===== config.mk =====
export PLATFORM = sky130hd
export DESIGN_NAME = slim_top
export DESIGN_NICKNAME = d
export VERILOG_FILES = /design/src/hw/slim_pkg.sv /design/src/hw/slim_top.sv
export SDC_FILE = /design/constraint.sdc
export NUM_CORES = 1
export LEC_CHECK = 0
export BUFFER_PORTS_ARGS = -buffer_cell sky130_fd_sc_hd__buf_2
export CAP_MARGIN = 10
export CELL_PAD_IN_SITES_DETAIL_PLACEMENT = 2
export CELL_PAD_IN_SITES_GLOBAL_PLACEMENT = 2
export CORE_MARGIN = 4
export CORE_UTILIZATION = 24
export DETAILED_ROUTE_END_ITERATION = 12
export PLACE_DENSITY_LB_ADDON = 0.2
export SLEW_MARGIN = 0
export SYNTH_ARGS = -nofsm -noshare
export SYNTH_HDL_FRONTEND = slang
export SYNTH_HIERARCHICAL = 1
export SYNTH_SLANG_ARGS = --single-unit

===== constraint.sdc =====
create_clock -name mclk_i -period 1.75 [get_ports mclk_i]
set_input_delay 0.35 -clock mclk_i [delete_from_list [all_inputs] [get_ports mclk_i]]
set_output_delay 0.35 -clock mclk_i [all_outputs]
set_load 0.02 [all_outputs]

===== src/hw/slim_pkg.sv =====
// Package for the stroke limit logic: register map, fields, types
package slim_pkg;

  // ---------------------------------------------------------------------
  // Register offsets (word addresses, one 32-bit word each)
  // ---------------------------------------------------------------------
  localparam logic [3:0] SLIM_ADDR_CTRL   = 4'h0;
  localparam logic [3:0] SLIM_ADDR_STATUS = 4'h1;
  localparam logic [3:0] SLIM_ADDR_EVENT  = 4'h2;
  localparam logic [3:0] SLIM_ADDR_MASK   = 4'h3;
  localparam logic [3:0] SLIM_ADDR_DINPUT = 4'h4;

  // ---------------------------------------------------------------------
  // Control register fields
  // ---------------------------------------------------------------------
  localparam int SLIM_CTRL_DIR_BIT   = 0;
  localparam int SLIM_CTRL_SRC_BIT   = 1;
  localparam int SLIM_CTRL_AUTO_BIT  = 2;
  localparam int SLIM_CTRL_WARN_BIT  = 3;
  localparam int SLIM_CTRL_LINEAR_BIT = 4;
  localparam logic [4:0] SLIM_CTRL_RESET = 5'h00;

  // Event bits: 0 upper limit hit, 1 lower limit hit
  localparam int SLIM_EV_UPPER_BIT = 0;
  localparam int SLIM_EV_LOWER_BIT = 1;
  localparam logic [1:0] SLIM_MASK_RESET = 2'h0;

  // Digital input word: bit 0 negative limit, bit 1 positive limit
  localparam int SLIM_DIN_NEG_BIT = 0;
  localparam int SLIM_DIN_POS_BIT = 1;

  localparam logic [31:0] SLIM_UNMAPPED_DATA = 32'h0000_0000;

  typedef enum logic [1:0] {
    SLIM_MODE_POSITION,
    SLIM_MODE_VELOCITY,
    SLIM_MODE_TORQUE
  } slim_mode_type;

  typedef struct packed {
    logic dir_sel;
    logic src_sel;
    logic auto_on;
    logic warn_dis;
    logic linear;
  } slim_ctrl_type;

  typedef struct packed {
    logic inc_req;
    logic dec_req;
  } slim_motion_type;

  typedef struct packed {
    slim_ctrl_type   ctrl;
    logic [1:0]      event_sts;
    logic [1:0]      mask;
    logic            upper_act;
    logic            lower_act;
    logic            fwd_act;
    logic            rev_act;
    slim_motion_type allow;
    logic            warn;
    logic            stop_req;
    logic            home_clear;
    logic            irq;
    logic            waitreq;
    logic [31:0]     rdata;
    logic            busy;
  } slim_state_type;

endpackage : slim_pkg


===== src/hw/slim_top.sv =====
// Stroke limit logic: limit mapping, motion gating, warning, stop, registers
//
// The register addresses and the Avalon-MM register port were left to the implementer.
`timescale 1ns/1ps
`default_nettype none

// ---------------------------------------------------------------------
// One address end: source choice, contact polarity and motion gating
// ---------------------------------------------------------------------
module slim_limit_gate
(
  input  wire logic dir0_sw_i,
  input  wire logic dir1_sw_i,
  input  wire logic host_sw_i,
  input  wire logic src_sel_i,
  input  wire logic dir_sel_i,
  input  wire logic auto_on_i,
  input  wire logic honour_i,
  input  wire logic req_i,
  output logic      hit_o,
  output logic      allow_o,
  output logic      stop_o
);

  logic pin_sw;
  logic raw_limit;

  // Which pin sits at this end depends on the travel direction
  assign pin_sw    = dir_sel_i ? dir1_sw_i : dir0_sw_i;
  // Open contact means limit; auto-on masks the pins only
  assign raw_limit = src_sel_i ? ~host_sw_i
                               : (~pin_sw & ~auto_on_i);
  assign hit_o     = raw_limit & honour_i;
  // Only motion toward this end is held back
  assign allow_o   = req_i & ~hit_o;
  assign stop_o    = req_i & hit_o;

endmodule : slim_limit_gate

module slim_top
  import slim_pkg::*;
(
  input  wire logic            mclk_i,
  input  wire logic            reset_i,
  // Avalon-MM slave
  input  wire logic [3:0]      avs_address_i,
  input  wire logic            avs_read_i,
  input  wire logic            avs_write_i,
  input  wire logic [31:0]     avs_writedata_i,
  input  wire logic [3:0]      avs_byteenable_i,
  output logic [31:0]          avs_readdata_o,
  output logic                 avs_waitrequest_o,
  // Limit switch pins, normally closed, high while closed
  input  wire logic            fwd_end_switch_i,
  input  wire logic            rev_end_switch_i,
  // Limits from the controller, same polarity
  input  wire logic            host_upper_limit_i,
  input  wire logic            host_lower_limit_i,
  // Operating context
  input  wire slim_mode_type   ctrl_mode_i,
  input  wire logic            pole_detect_i,
  input  wire logic            home_clear_en_i,
  // Commanded motion in address terms
  input  wire slim_motion_type motion_req_i,
  // Results
  output slim_motion_type      motion_allow_o,
  output logic                 upper_addr_limit_o,
  output logic                 lower_addr_limit_o,
  output logic                 limit_warn_o,
  output logic                 stop_req_o,
  output logic                 home_clear_o,
  output logic                 irq_o
);

  slim_state_type cur;
  slim_state_type next_cur;
  logic           honour;
  logic           up_hit;
  logic           up_allow;
  logic           up_stop;
  logic           lo_hit;
  logic           lo_allow;
  logic           lo_stop;

  // -----------------------------------------------------------------
  // Limit channels, one per address end
  // -----------------------------------------------------------------
  // Torque mode only honours limits while a linear pole search runs
  assign honour = (ctrl_mode_i != SLIM_MODE_TORQUE)
                | (cur.ctrl.linear & pole_detect_i);

  slim_limit_gate u_upper_gate (
    .dir0_sw_i (fwd_end_switch_i),
    .dir1_sw_i (rev_end_switch_i),
    .host_sw_i (host_upper_limit_i),
    .src_sel_i (cur.ctrl.src_sel),
    .dir_sel_i (cur.ctrl.dir_sel),
    .auto_on_i (cur.ctrl.auto_on),
    .honour_i  (honour),
    .req_i     (motion_req_i.inc_req),
    .hit_o     (up_hit),
    .allow_o   (up_allow),
    .stop_o    (up_stop)
  );

  slim_limit_gate u_lower_gate (
    .dir0_sw_i (rev_end_switch_i),
    .dir1_sw_i (fwd_end_switch_i),
    .host_sw_i (host_lower_limit_i),
    .src_sel_i (cur.ctrl.src_sel),
    .dir_sel_i (cur.ctrl.dir_sel),
    .auto_on_i (cur.ctrl.auto_on),
    .honour_i  (honour),
    .req_i     (motion_req_i.dec_req),
    .hit_o     (lo_hit),
    .allow_o   (lo_allow),
    .stop_o    (lo_stop)
  );

  // -----------------------------------------------------------------
  // Combinational next state
  // -----------------------------------------------------------------
  always_comb begin
    logic       hit_up;
    logic       hit_lo;
    logic       rd_evt;
    logic [4:0] wctrl;
    hit_up   = up_hit;
    hit_lo   = lo_hit;
    rd_evt   = 1'b0;
    wctrl    = 5'h00;
    next_cur = cur;
    next_cur.upper_act = hit_up;
    next_cur.lower_act = hit_lo;
    // Rotation view: CCW is address-increasing unless direction is 1
    next_cur.fwd_act = cur.ctrl.dir_sel ? hit_lo : hit_up;
    next_cur.rev_act = cur.ctrl.dir_sel ? hit_up : hit_lo;
    next_cur.allow.inc_req = up_allow;
    next_cur.allow.dec_req = lo_allow;
    next_cur.stop_req = up_stop | lo_stop;
    next_cur.warn = (hit_up | hit_lo) & ~cur.ctrl.warn_dis;
    // Clearing home is a pulse on a fresh limit stop
    next_cur.home_clear = next_cur.stop_req & ~cur.stop_req
                        & home_clear_en_i;

    // -------------------------------------------------------------
    // Bus slave: one wait cycle, answer on the second edge
    // -------------------------------------------------------------
    rd_evt = 1'b0;
    next_cur.waitreq = 1'b1;
    if ((avs_read_i | avs_write_i) & ~cur.busy) begin
      next_cur.busy    = 1'b1;
      next_cur.waitreq = 1'b0;
      if (avs_write_i) begin
        wctrl = avs_writedata_i[4:0];
        if (avs_address_i == SLIM_ADDR_CTRL && avs_byteenable_i[0]) begin
          next_cur.ctrl.dir_sel  = wctrl[SLIM_CTRL_DIR_BIT];
          next_cur.ctrl.src_sel  = wctrl[SLIM_CTRL_SRC_BIT];
          next_cur.ctrl.auto_on  = wctrl[SLIM_CTRL_AUTO_BIT];
          next_cur.ctrl.warn_dis = wctrl[SLIM_CTRL_WARN_BIT];
          next_cur.ctrl.linear   = wctrl[SLIM_CTRL_LINEAR_BIT];
        end
        if (avs_address_i == SLIM_ADDR_MASK && avs_byteenable_i[0]) begin
          next_cur.mask = avs_writedata_i[1:0];
        end
      end else begin
        next_cur.rdata = SLIM_UNMAPPED_DATA;
        case (avs_address_i)
          SLIM_ADDR_CTRL: begin
            next_cur.rdata[SLIM_CTRL_DIR_BIT]    = cur.ctrl.dir_sel;
            next_cur.rdata[SLIM_CTRL_SRC_BIT]    = cur.ctrl.src_sel;
            next_cur.rdata[SLIM_CTRL_AUTO_BIT]   = cur.ctrl.auto_on;
            next_cur.rdata[SLIM_CTRL_WARN_BIT]   = cur.ctrl.warn_dis;
            next_cur.rdata[SLIM_CTRL_LINEAR_BIT] = cur.ctrl.linear;
          end
          SLIM_ADDR_STATUS: begin
            next_cur.rdata[0] = cur.upper_act;
            next_cur.rdata[1] = cur.lower_act;
            next_cur.rdata[2] = cur.fwd_act;
            next_cur.rdata[3] = cur.rev_act;
            next_cur.rdata[4] = cur.warn;
            next_cur.rdata[5] = cur.stop_req;
          end
          SLIM_ADDR_EVENT: begin
            next_cur.rdata[1:0] = cur.event_sts;
            rd_evt = 1'b1;
          end
          SLIM_ADDR_MASK: begin
            next_cur.rdata[1:0] = cur.mask;
          end
          SLIM_ADDR_DINPUT: begin
            // Negative/positive are the address ends: rotation ends swapped back by direction
            next_cur.rdata[SLIM_DIN_NEG_BIT] =
              cur.ctrl.dir_sel ? cur.fwd_act : cur.rev_act;
            next_cur.rdata[SLIM_DIN_POS_BIT] =
              cur.ctrl.dir_sel ? cur.rev_act : cur.fwd_act;
          end
          default: begin
            next_cur.rdata = SLIM_UNMAPPED_DATA;
          end
        endcase
      end
    end else begin
      next_cur.busy = 1'b0;
    end

    // -------------------------------------------------------------
    // Sticky events: read clears, a new event in that cycle wins
    // -------------------------------------------------------------
    if (rd_evt) begin
      next_cur.event_sts = 2'b00;
    end
    next_cur.event_sts[SLIM_EV_UPPER_BIT] =
      next_cur.event_sts[SLIM_EV_UPPER_BIT] | (hit_up & ~cur.upper_act);
    next_cur.event_sts[SLIM_EV_LOWER_BIT] =
      next_cur.event_sts[SLIM_EV_LOWER_BIT] | (hit_lo & ~cur.lower_act);
    next_cur.irq = |(next_cur.event_sts & next_cur.mask);
  end

  // -----------------------------------------------------------------
  // State register
  // -----------------------------------------------------------------
  always_ff @(posedge mclk_i or posedge reset_i) begin
    if (reset_i) begin
      cur           <= '0;
      cur.ctrl      <= slim_ctrl_type'(SLIM_CTRL_RESET);
      cur.mask      <= SLIM_MASK_RESET;
      cur.waitreq   <= 1'b1;
    end else begin
      cur <= next_cur;
    end
  end

  assign motion_allow_o     = cur.allow;
  assign upper_addr_limit_o = cur.upper_act;
  assign lower_addr_limit_o = cur.lower_act;
  assign limit_warn_o       = cur.warn;
  assign stop_req_o         = cur.stop_req;
  assign home_clear_o       = cur.home_clear;
  assign irq_o              = cur.irq;
  assign avs_readdata_o     = cur.rdata;
  assign avs_waitrequest_o  = cur.waitreq;

endmodule : slim_top

`default_nettype wire


==> key figures <==
Critical path
  • Worst EP arrival: roughly 1.9 ns
  • CP Max Fanout: 6
  • Reg2reg end: irq_o
  • CP Class: flip-flop to flip-flop
  • Reg2reg path depth: 7
  • R2R Setup Slk: 0.04 ns
  • Worst reg2reg path startpoint: cur[48]
  • WP data required: around 1.9 ns
  • CP Capture Type: flip-flop
  • Critical path startpoint category: flip-flop

Logic synthesis
  • Register area share after synthesis: 0.430
  • Post-synth EDFFs: 0
  • Multiplexer share of the synthesized area: 0.135
  • Yosys reg bits: 27
  • Synth Area in Compound Gates: 0.107
  • Library cells used by synthesis: 34
  • XOR/XNOR Fraction of Synth Area: 0
  • Simple-gate share of the synthesized area: 0.127
  • Top_reg_cell synth: dfrtp_1
  • Post-Syn Area: about 1600 µm²
  • Yosys warning count: 6
  • Largest family of logic cells by synthesized area: buffers and inverters
  • Synth Instances: 142
  • Syn_area_per_cell: between 10 and 15 µm²
  • Fraction of registers with async set/reset: 1.00
  • Adder-cell share of the synthesized area: 0

Timing
  • Final worst setup slack: approximately 0.043 ns
  • Final critical-path required period: 1.71 ns
  • Slew Limit Fails: 0
  • Period utilization: 0.975
  • Final hold vios: 0
  • Worst Clk Skew: around 0.01 ns
  • Fmax: approximately 590 MHz
  • Setup Viol. Count Final: 0
  • RSZ-0062 raised after global routing: true

Power
  • Max IR drop VDD: between 0.0003 and 0.0004 V
  • Sw Share: 0.346
  • Pwr per Cell Area: 958 nW/µm²
  • P_sw: about 610 µW
  • Leak: about 0.00092 µW
  • Gate power share: 0.330
  • Sequential power share: 0.468
  • P_int: between 1000 and 1500 µW
  • Clk pwr share: 0.202
  • Tot Pwr: around 1800 µW

Finish
  • Reg with most FFs: cur
  • Area grow syn2layout: 16.6%
  • Diode count: 0
  • Final instance area: between 1500 and 2000 µm²
  • Final nets: 241
  • Share of layout cells above drive strength 1: 0.414
  • Max reg flops: 12

Clock tree
  • CTS tree: yes
  • Cts hold-fix bufs: 0
  • Clock root buffer: clkbuf_8
  • Max H-tree Level: 1
  • CTS buffer count: 3
  • Clk sinks: 27
  • Clk_lat worst skew: approximately 0.27 ns
  • Clock slew seen by the registers of the worst setup and hold paths: 0.10 ns
  • Longest Clk Path Bufs: 2

Routing
  • Wire per inst: between 15 and 20 µm
  • Drt total wl: slightly below 4000 µm
  • Vias: 1129
  • DRC: 0
  • Routed Antenna Nets: 0
  • Iter 0 DRT Violations: 35
  • DR vias/cell: about 4.3
  • TritonRoute pass-1 iters: 4

Floorplanning
  • Die Wd: approximately 89 µm
  • Rows: 29
  • Chip height: between 80 and 90 µm
  • Initial Utilization: 0.248
  • I/O pins: 95
  • Die area: 7920 µm²
  • CORE AREA: between 6000 and 7000 µm²

Global route
  • All-Layer GR Usage: 0.0986
  • Largest net degree at the start of global routing: 28
  • Initial antenna violation count: 0
  • Gr ovfl total: 0
  • Vias in the first global route: 1246
  • Global-route wire length before repair: 6120 µm

Placement
  • Worst slack, placed: -0.0169 ns
  • Final HPWL DP: approximately 3100 µm
  • GP Congestion: 0.775
  • DP Area: 1740 µm²
  • Port Buffers: 38

Flow run
  • Max-Cap Viols: 0

Run status
  • Status: finished, final reports clean

Min path
  • HP Class: primary input to async pin
cell usage in the layout (no fill, tap or decap), types with 2 or more instances in the layout:
cell type  count
mux2_1         2
inv_1          7
mux2_4         7
dfrtp_1       26
buf_4         15
nand3_1        2
o41ai_2        2
clkbuf_8       3
a22oi_1        3
o22ai_1        2
nand2b_1       2
nand4b_1       3
o311a_1        2
a21oi_1        7
a22o_1         3
conb_1        26
buf_2         38
mux2_2         4
mux2i_1        4
nand3b_1       3
nor2_1        10
final cells by class:
class,count,area [µm²]
multi-input combinational,95,687
inverter,7,26.3
tap,77,96.3
timing repair buffer,53,303
clock inverter,1,5.00
sequential,27,677
fill,708,4510
clock buffer,3,41.3
metrics by stage:
step | hold slack (ns) | std cells | TNS, ns | utilization
after global placement | 0.437 | 254 | 0 | 0.275
after floorplan | 0.402 | 167 | 0 | -
after global routing | 0.159 | 263 | -0.0426 | 0.289
after CTS | 0.137 | 260 | 0 | 0.284
final | 0.128 | 263 | 0 | 0.289
after detailed placement | 0.443 | 254 | -0.0169 | 0.275
power groups by stage:
stage	Clock [µW]	Combinational [µW]	Sequential, µW
after floorplan	0	411	856
after global placement	0	543	831
after detailed placement	0	557	840
after CTS	378	570	828
after global routing	409	633	844
final	355	580	823
cells by family (layout without fill, tap and decap cells):
logic type,count (synthesis),count (layout)
other,1,26
buffers and inverters,45,64
AO/OA/AOI/OAI,22,22
AND/OR/NAND/NOR,30,30
multiplexers,17,17
flip-flops,27,27
worst max path at each step:
stage	slack, ns	cells after the start	from	to
floorplan	0.20	5	avs_address_i[1]	cur[48]
global placement	0.02	5	avs_address_i[3]	irq_o
detailed placement	-0.02	5	avs_address_i[3]	irq_o
CTS	0.005	7	cur[48]	irq_o
global route	-0.04	7	cur[48]	irq_o
finish	0.04	7	cur[48]	irq_o
critical path, stage by stage (launching register included):
cell and delay, ns:
dfrtp_1 0.40, nand2_1 0.06, nand3b_1 0.22, nand3b_1 0.23
o31ai_2 0.10, buf_4 0.17, a22o_1 0.23, a22o_1 0.19
Yosys cell counts, drive strengths merged (3+ instances only):
| cell type | n | area share |
|---|---|---|
| buf | 36 | 0.18 |
| dfrtp | 26 | 0.41 |
| mux2 | 13 | 0.11 |
| nor2 | 11 | 0.031 |
| a21oi | 7 | 0.022 |
| inv | 7 | 0.017 |
| mux2i | 4 | 0.025 |
| a22o | 3 | 0.017 |
| a22oi | 3 | 0.014 |
| nand3b | 3 | 0.014 |
| nand4b | 3 | 0.017 |
repair_timing:
action	CTS	global route
resized for setup	0	2
buffers inserted	2	3
endpoints found under the setup margin	1	3
pin swaps	0	6
layer usage:
layer / share of wire / routed length, µm / vias to the layer above / global-route usage
li1: - / - / 521 / -
met1: 0.40 / 1600 / 566 / 0.122
met2: 0.52 / 2050 / 40 / 0.181
met3: 0.075 / 298 / 2 / 0.0157
met4: 0.0065 / 26 / 0 / 0.0203
met5: 0 / 0 / - / 0
Power figures use the tool's default switching activity.
